--- src/rtl/gmb_pkg.sv ---
package gmb_pkg;

	////////////////////////////////////////////////////////////////////////
	// sizes and alignments
	localparam int          GMB_AW            = 32;
	localparam logic [11:0] GMB_PAGE_MASK     = 12'hfff;
	localparam logic [2:0]  GMB_QW_MASK       = 3'h7;
	localparam logic [4:0]  GMB_PITCH_MASK    = 5'h1f;
	localparam logic [32:0] GMB_RING_MAX_LEN  = 33'h000200000;
	localparam logic [2:0]  GMB_STENCIL_BYTES = 3'h1;

	////////////////////////////////////////////////////////////////////////
	// depth formats
	typedef enum logic [2:0] {
		GMB_FMT_FLOAT_DEPTH_WITH_STENCIL_64,
		GMB_FMT_FLOAT_DEPTH_32,
		GMB_FMT_FIXED_DEPTH24_STENCIL8,
		GMB_FMT_FIXED_DEPTH_16,
		GMB_FMT_STENCIL_ONLY_8
	} gmb_fmt_t;

	////////////////////////////////////////////////////////////////////////
	// request carriers
	typedef struct packed {
		logic [31:0] status_page_address_reg;
		logic [31:0] ring_base;
		logic [32:0] ring_len;
		logic [31:0] batch_start;
		logic [31:0] batch_end;
		logic        colour_tiled;
		logic        depth_tiled;
		logic        colour_walk_y;
		logic        depth_walk_y;
		logic [31:0] colour_base;
		logic [31:0] depth_base;
		logic [15:0] colour_pitch;
		logic [15:0] depth_pitch;
		logic        depth_present;
		logic        depth_test_en;
		logic        stencil_test_en;
	} gmb_cfg_t;

	typedef struct packed {
		logic        err_status;
		logic        err_ring;
		logic        err_batch;
		logic        err_tile;
		logic        err_pitch;
		logic        err_coalign;
		logic        err_depth_missing;
	} gmb_err_t;

	typedef struct packed {
		logic [23:0] depth_fixed;
		logic [31:0] depth_float;
		logic [7:0]  stencil;
		logic        has_stencil;
		logic        is_float;
	} gmb_pix_t;

endpackage : gmb_pkg

--- src/rtl/gmb_depth_decode.sv ---
`timescale 1ns/100ps
module gmb_depth_decode
	import gmb_pkg::*;
(
	// clock and reset
	input  wire logic        clk_sys_i,
	input  wire logic        nrst_i,
	// raw element
	input  wire logic        valid_i,
	input  wire gmb_fmt_t    fmt_i,
	input  wire logic [63:0] data_i,
	// decoded pixel
	output logic             valid_o,
	output gmb_pix_t         pix_o
);

	typedef struct packed {
		logic     valid;
		gmb_pix_t pix;
	} gmb_dec_state_t;

	gmb_dec_state_t st_r;
	gmb_dec_state_t st_nxt;

	always_comb begin
		st_nxt       = st_r;
		st_nxt.valid = valid_i;
		if (valid_i) begin
			st_nxt.pix = '0;
			unique case (fmt_i)
				GMB_FMT_FLOAT_DEPTH_WITH_STENCIL_64: begin
					st_nxt.pix.depth_float = data_i[31:0]; // RULE14
					st_nxt.pix.stencil     = data_i[39:32]; // RULE14
					st_nxt.pix.has_stencil = 1'b1;
					st_nxt.pix.is_float    = 1'b1;
				end
				GMB_FMT_FLOAT_DEPTH_32: begin
					st_nxt.pix.depth_float = data_i[31:0]; // RULE14
					st_nxt.pix.is_float    = 1'b1;
				end
				GMB_FMT_FIXED_DEPTH24_STENCIL8: begin
					st_nxt.pix.depth_fixed = data_i[23:0]; // RULE15
					st_nxt.pix.stencil     = data_i[31:24]; // RULE15
					st_nxt.pix.has_stencil = 1'b1;
				end
				GMB_FMT_FIXED_DEPTH_16: begin
					st_nxt.pix.depth_fixed = {data_i[15:0], 8'h00}; // RULE16
				end
				GMB_FMT_STENCIL_ONLY_8: begin
					st_nxt.pix.stencil     = data_i[7:0]; // RULE17
					st_nxt.pix.has_stencil = 1'b1;
				end
				default: st_nxt.pix = '0;
			endcase
		end
	end

	always_ff @(posedge clk_sys_i or negedge nrst_i) begin
		if (!nrst_i) begin
			st_r <= '0;
		end else begin
			st_r <= st_nxt;
		end
	end

	assign valid_o = st_r.valid;
	assign pix_o   = st_r.pix;

endmodule : gmb_depth_decode

--- src/rtl/gmb_placement_check.sv ---
`timescale 1ns/100ps
// Functional notes
// RULE1: status written to aligned 4KB snooped page
// RULE2: ring starts 4KB aligned, linear memory
// RULE3: ring length at most 2MB
// RULE4: batch quadword aligned, whole quadwords long
// RULE5: batch end is last valid quadword
// RULE6: batch fetches never snoop processor cache
// RULE7: batch length up to full 4GB
// RULE8: software invalidates texture cache after blits
// RULE9: monochrome source bits expand to colour depth
// RULE10: pattern surfaces need invalidate, treat read-only
// RULE11: tiled colour and depth share walk
// RULE12: linear pitches multiples of 32 bytes
// RULE13: linear colour, depth co-aligned in 32 bytes
// RULE14: float depth first dword, stencil next byte
// RULE15: fixed depth low three bytes, stencil top
// RULE16: 16-bit element is one unorm depth
// RULE17: separate stencil one byte per pixel
// RULE18: depth buffer needed only for real tests
// RULE19: violations flag error and block fetching
module gmb_placement_check
	import gmb_pkg::*;
(
	// clock and reset
	input  wire logic        clk_sys_i,
	input  wire logic        nrst_i,
	// configuration
	input  wire logic        check_i,
	input  wire gmb_cfg_t    cfg_i,
	// status write request
	input  wire logic        status_req_i,
	input  wire logic [11:0] status_off_i,
	input  wire logic [31:0] status_data_i,
	// batch fetch control
	input  wire logic        batch_go_i,
	input  wire logic        fetch_ready_i,
	// monochrome expansion
	input  wire logic        mono_valid_i,
	input  wire logic        mono_bit_i,
	input  wire logic [31:0] mono_fg_i,
	input  wire logic [31:0] mono_bg_i,
	// depth element decode
	input  wire logic        depth_valid_i,
	input  wire gmb_fmt_t    depth_fmt_i,
	input  wire logic [63:0] depth_data_i,
	// errors
	output gmb_err_t         err_o,
	output logic             err_any_o,
	output logic             cfg_ok_o,
	// status write out
	output logic             status_wr_o,
	output logic [31:0]      status_addr_o,
	output logic [31:0]      status_data_o,
	output logic             status_snoop_o,
	// batch fetch out
	output logic             fetch_valid_o,
	output logic [31:0]      fetch_addr_o,
	output logic             fetch_snoop_o,
	output logic             batch_busy_o,
	output logic             batch_done_o,
	// expanded pixel
	output logic             mono_valid_o,
	output logic [31:0]      mono_pix_o,
	// decoded depth
	output logic             depth_valid_o,
	output gmb_pix_t         depth_pix_o,
	output logic             depth_needed_o
);

	typedef enum logic [1:0] {
		GMB_ST_IDLE,
		GMB_ST_FETCH,
		GMB_ST_DONE
	} gmb_bstate_t;

	typedef struct packed {
		gmb_bstate_t bst;
		gmb_err_t    err;
		logic        ok;
		logic [31:0] fptr;
		logic        done;
		logic        swr;
		logic [31:0] saddr;
		logic [31:0] sdata;
		logic        mval;
		logic [31:0] mpix;
	} gmb_state_t;

	gmb_state_t st_r;
	gmb_state_t st_nxt;
	gmb_err_t   chk;
	logic       both_linear;

	////////////////////////////////////////////////////////////////////////
	// placement checks
	always_comb begin
		both_linear = !cfg_i.colour_tiled && !cfg_i.depth_tiled
			&& cfg_i.depth_present;
		chk = '0;
		chk.err_status = |(cfg_i.status_page_address_reg[11:0]
			& GMB_PAGE_MASK); // RULE1
		chk.err_ring = (|(cfg_i.ring_base[11:0] & GMB_PAGE_MASK)) // RULE2
			|| (cfg_i.ring_len > GMB_RING_MAX_LEN); // RULE3
		chk.err_batch = (|(cfg_i.batch_start[2:0] & GMB_QW_MASK)) // RULE4
			|| (|(cfg_i.batch_end[2:0] & GMB_QW_MASK)) // RULE5
			|| (cfg_i.batch_end < cfg_i.batch_start);
		chk.err_tile = cfg_i.colour_tiled && cfg_i.depth_tiled
			&& cfg_i.depth_present
			&& (cfg_i.colour_walk_y != cfg_i.depth_walk_y); // RULE11
		chk.err_pitch = both_linear
			&& ((|(cfg_i.colour_pitch[4:0] & GMB_PITCH_MASK))
			|| (|(cfg_i.depth_pitch[4:0] & GMB_PITCH_MASK))); // RULE12
		chk.err_coalign = both_linear
			&& ((cfg_i.colour_base[4:0] & GMB_PITCH_MASK)
			!= (cfg_i.depth_base[4:0] & GMB_PITCH_MASK)); // RULE13
		chk.err_depth_missing = !cfg_i.depth_present
			&& (cfg_i.depth_test_en || cfg_i.stencil_test_en); // RULE18
	end

	////////////////////////////////////////////////////////////////////////
	// next state
	always_comb begin
		st_nxt      = st_r;
		st_nxt.done = 1'b0;
		st_nxt.swr  = 1'b0;
		st_nxt.mval = mono_valid_i;
		if (check_i) begin
			st_nxt.err = chk; // RULE19
			st_nxt.ok  = !(|chk);
		end
		if (status_req_i && st_r.ok) begin
			st_nxt.swr   = 1'b1; // RULE1
			st_nxt.saddr = {cfg_i.status_page_address_reg[31:12],
				status_off_i[11:2], 2'b00};
			st_nxt.sdata = status_data_i;
		end
		if (mono_valid_i) begin
			st_nxt.mpix = mono_bit_i ? mono_fg_i : mono_bg_i; // RULE9
		end
		unique case (st_r.bst)
			GMB_ST_IDLE: begin
				if (batch_go_i && st_r.ok && !check_i) begin // RULE19
					st_nxt.fptr = cfg_i.batch_start;
					st_nxt.bst  = GMB_ST_FETCH;
				end
			end
			GMB_ST_FETCH: begin
				if (fetch_ready_i) begin
					if (st_r.fptr == cfg_i.batch_end) begin // RULE5
						st_nxt.bst  = GMB_ST_DONE;
					end else begin
						st_nxt.fptr = st_r.fptr + 32'h8; // RULE7
					end
				end
			end
			GMB_ST_DONE: begin
				st_nxt.done = 1'b1;
				st_nxt.bst  = GMB_ST_IDLE;
			end
		endcase
	end

	always_ff @(posedge clk_sys_i or negedge nrst_i) begin
		if (!nrst_i) begin
			st_r <= '0;
		end else begin
			st_r <= st_nxt;
		end
	end

	////////////////////////////////////////////////////////////////////////
	// depth element decode
	gmb_depth_decode u_dec (
		.clk_sys_i (clk_sys_i),
		.nrst_i    (nrst_i),
		.valid_i   (depth_valid_i),
		.fmt_i     (depth_fmt_i),
		.data_i    (depth_data_i),
		.valid_o   (depth_valid_o),
		.pix_o     (depth_pix_o)
	);

	////////////////////////////////////////////////////////////////////////
	// outputs
	assign err_o          = st_r.err;
	assign err_any_o      = |st_r.err;
	assign cfg_ok_o       = st_r.ok;
	assign status_wr_o    = st_r.swr;
	assign status_addr_o  = st_r.saddr;
	assign status_data_o  = st_r.sdata;
	assign status_snoop_o = 1'b1; // RULE1
	assign fetch_valid_o  = (st_r.bst == GMB_ST_FETCH);
	assign fetch_addr_o   = st_r.fptr;
	assign fetch_snoop_o  = 1'b0; // RULE6
	assign batch_busy_o   = (st_r.bst != GMB_ST_IDLE);
	assign batch_done_o   = st_r.done;
	assign mono_valid_o   = st_r.mval;
	assign mono_pix_o     = st_r.mpix;
	assign depth_needed_o = cfg_i.depth_test_en
		|| cfg_i.stencil_test_en; // RULE18

endmodule : gmb_placement_check

--- config.mk ---
export PLATFORM = sky130hd
export DESIGN_NAME = gmb_placement_check
export DESIGN_NICKNAME = d
export VERILOG_FILES = /design/src/rtl/gmb_pkg.sv /design/src/rtl/gmb_depth_decode.sv /design/src/rtl/gmb_placement_check.sv
export SDC_FILE = /design/constraint.sdc
export NUM_CORES = 1
export LEC_CHECK = 0
export ABC_AREA = 1
export BUFFER_PORTS_ARGS = -buffer_cell sky130_fd_sc_hd__buf_2
export CAP_MARGIN = 30
export CORE_AREA = 2 2 257 259
export DETAILED_ROUTE_END_ITERATION = 16
export DIE_AREA = 0 0 259 261
export PLACE_DENSITY = 0.38
export SLEW_MARGIN = 20
export SYNTH_ARGS = -nofsm -noshare
export SYNTH_HDL_FRONTEND = slang
export SYNTH_SLANG_ARGS = --single-unit
--- constraint.sdc ---
create_clock -name clk_sys_i -period 2.95 [get_ports clk_sys_i]
set_input_delay 0.59 -clock clk_sys_i [delete_from_list [all_inputs] [get_ports clk_sys_i]]
set_output_delay 0.59 -clock clk_sys_i [all_outputs]
set_load 0.03 [all_outputs]
==> flow_summary.yaml <==
timing:
  worst_pin_slew_ns: 0.8428
  finClkSkew_ns: 0.006422
  slew_violations: 0
  slew_headroom: 0.4368
  hold_viol_final: 0
  rsz0062_at_grt: "no"
  fin_crit_sh: 0.8202
  fin_tns_setup_ns: 0
  layout_min_cycle_time_ns: 2.420
  setup_viol: 0
  holdWs_ns: 0.01949
  fmax_mhz: 413.3
setup_path:
  rrSetupSlack_ns: 0.70
  worstReg2RegStart: "fetch_addr_o[3]$_DFFE_PN0P_"
  critical_path_class: "register to primary output"
  crit_path_end_kind: "primary output"
  endpoint: "fetch_valid_o"
  worstPathRequired_ns: 2.36
  cp-startpoint: "st_r[140]$_DFFE_PN0P_"
  cp_max_fo: 32
  reg2regPathDepth: 11
  cp.arrival_ns: 1.83
  start_kind: "register"
  reg2reg_to: "fetch_addr_o[21]$_DFFE_PN0P_"
placed_design:
  portBuffers: 533
  routabilityCongestion: 0.8222
  post-place-cells: 2845
  dp_hpwl_um: 36810
clock_network:
  cts_inserted_buffers: 27
  ctsResizeCount: 0
  cts_tree: "yes"
  ctsHoldBuffers: 0
  cts_sinks: 206
  h-tree-depth: 1
  clk_latency_ns: 0.55
  post_cts_buffers: 0
  cts.root.buffer_cell: "clkbuf_16"
  path_clk_slew_ns: 0.06
  clock_path_buffers: 3
yosys:
  synth_warnings: 0
  synth_fa_ha_area_frac: 0.03648
  ys_ff_latch: 206
  seq_area_frac_synth: 0.4295
  synthCells: 1616
  syn_avg_cell_area_um2: 7.427
  synth_top_cell_by_area: "dfrtp_1"
  synth_xor_area_frac: 0.02773
  synth_compound_area_frac: 0.07599
  synth_top_family_by_area: "simple AND/OR/NAND/NOR gates"
  synth_area_leaders: "dfrtp_1, nand2_1, buf_4"
  yosysTopAreaCellShare: 0.4295
  synthSimpleGateAreaFrac: 0.2894
  yosys-mux-area-fraction: 0
  yosys.cell_types.count: 34
  netlist_area_mm2: 0.01200
grt:
  grt.overflow.total: 0
  grt_pass1_vias: 11720
  antenna_found_initial: 6
  grt_usage: 0.1320
  grt_max_degree: 76
  grt_pass1_wl_um: 69810
detailed_routing:
  vias: 11520
  drc: 0
  post_drt_via_cell_ratio: 3.982
  dr.pass1.iters: 5
  wire_per_inst_um: 16.17
  drtIter0Drc: 491
  wl_um: 46790
  ant_nets: 0
power:
  totalPowerFinal_uw: 9362
  irDropWorstVdd_mv: 0.3769
  power.density_mw_per_mm2: 599.9
  p_leak_uw: 0.008511
die:
  die_w_um: 259
  start_util: 0.1845
  die_area_mm2: 0.06760
  ios: 660
  core_region_area_mm2: 0.06504
  rows: 94
  chipHeight_um: 261
outcome:
  run_status: "complete, no violations"
cells_and_area:
  syn2layout_area_growth_pct: 30.02
  final_common_cell: "nand2_1"
  layout_common_cells: "nand2_1, buf_2, dfrtp_1, nor2_1, inv_1"
  final_cells: 2894
  drive_gt1_frac: 0.3062
  nets: 2493
worst_hold_path:
  hold_class: "primary input to asynchronous set/reset pin"
run:
  drv_cap: 0
==> cell families after synthesis <==
logic type	Yosys count
simple gates	858
buf+inv	305
flops	206
compound gates	172
xor+xnor	38
fa+ha+maj	35
other cells	2
==> worst min path at each step <==
stage,start,endpoint,slack (ns),cells after the start
final,nrst_i,status_addr_o[4]$_DFFE_PN0P_,0.02,1
after global routing,nrst_i,status_addr_o[4]$_DFFE_PN0P_,0.04,1
after CTS,nrst_i,status_addr_o[4]$_DFFE_PN0P_,0.01,1
after detailed placement,status_data_o[9]$_DFFE_PN0P_,status_data_o[9]$_DFFE_PN0P_,0.46,2
after global placement,status_data_o[6]$_DFFE_PN0P_,status_data_o[6]$_DFFE_PN0P_,0.46,2
after floorplan,nrst_i,batch_done_o$_DFF_PN0_,0.29,0
==> critical path, stage by stage, from the launching register on <==
cell	delay, ns
dfrtp_1	0.40
inv_1	0.08
ha_1	0.16
buf_4	0.35
buf_2	0.28
==> synthesized netlist by cell type <==
cell type / number
nand2_1: 604
o211ai_1: 1
inv_2: 3
inv_1: 101
a31oi_1: 33
o22ai_1: 1
nand3_2: 2
xor2_1: 10
buf_6: 2
o22a_1: 1
nor2_1: 127
nand3_4: 1
or2_2: 7
nor2_2: 3
buf_1: 1
nor3_1: 17
a21oi_1: 42
conb_1: 2
or2_0: 2
o21ai_0: 93
o21a_1: 1
xnor2_1: 28
clkbuf_2: 1
dfrtp_1: 206
buf_2: 7
buf_4: 137
or2_1: 3
nand4_1: 27
nor4_1: 5
nand3b_1: 5
nand3_1: 55
ha_1: 35
clkinv_1: 1
clkbuf_1: 52
==> report_power, final <==
part           leakage [µW]  total, µW  switching [µW]  internal (µW)
Sequential          0.00274       3600             468           3130
Clock              0.000422       3210            1320           1880
Combinational       0.00534       2550            1660            895
==> layout make-up <==
class	count	area (µm²)
Clock buffer	38	767.0
Timing Repair Buffer	563	2953
Clock inverter	9	77.57
Antenna cell	2	5.005
Sequential cell	206	5155
Fill cell	7269	49430
Inverter	105	394.1
Multi-Input combinational cell	1107	5174
Tap cell	864	1081
==> layer usage <==
| layer | share of wire | track usage |
|---|---|---|
| met3 | 0.074 | 0.03242 |
| met1 | 0.41 | 0.1628 |
| met5 | 0.0010 | 0 |
| met4 | 0.026 | 0.03516 |
| met2 | 0.49 | 0.2293 |
==> metrics by stage <==
stage            util  setup WS (ns)  area, µm²
2_1_floorplan       -         0.9994      12010
3_3_place_gp   0.2269         0.5726      14760
3_5_place_dp   0.2269         0.5767      14760
4_1_cts        0.2399         0.4547      15600
5_1_grt        0.2399         0.3844      15610
6_report       0.2399         0.5305      15610
==> sequential cells by signal (all words and copies together) (netlist names), 2 cells and up <==
signal,count
status_addr_o,30
fetch_addr_o,32
err_o,7
u_dec.pix_o,66
mono_pix_o,32
st_r,2
status_data_o,32
(Power assumes the default switching activity.)
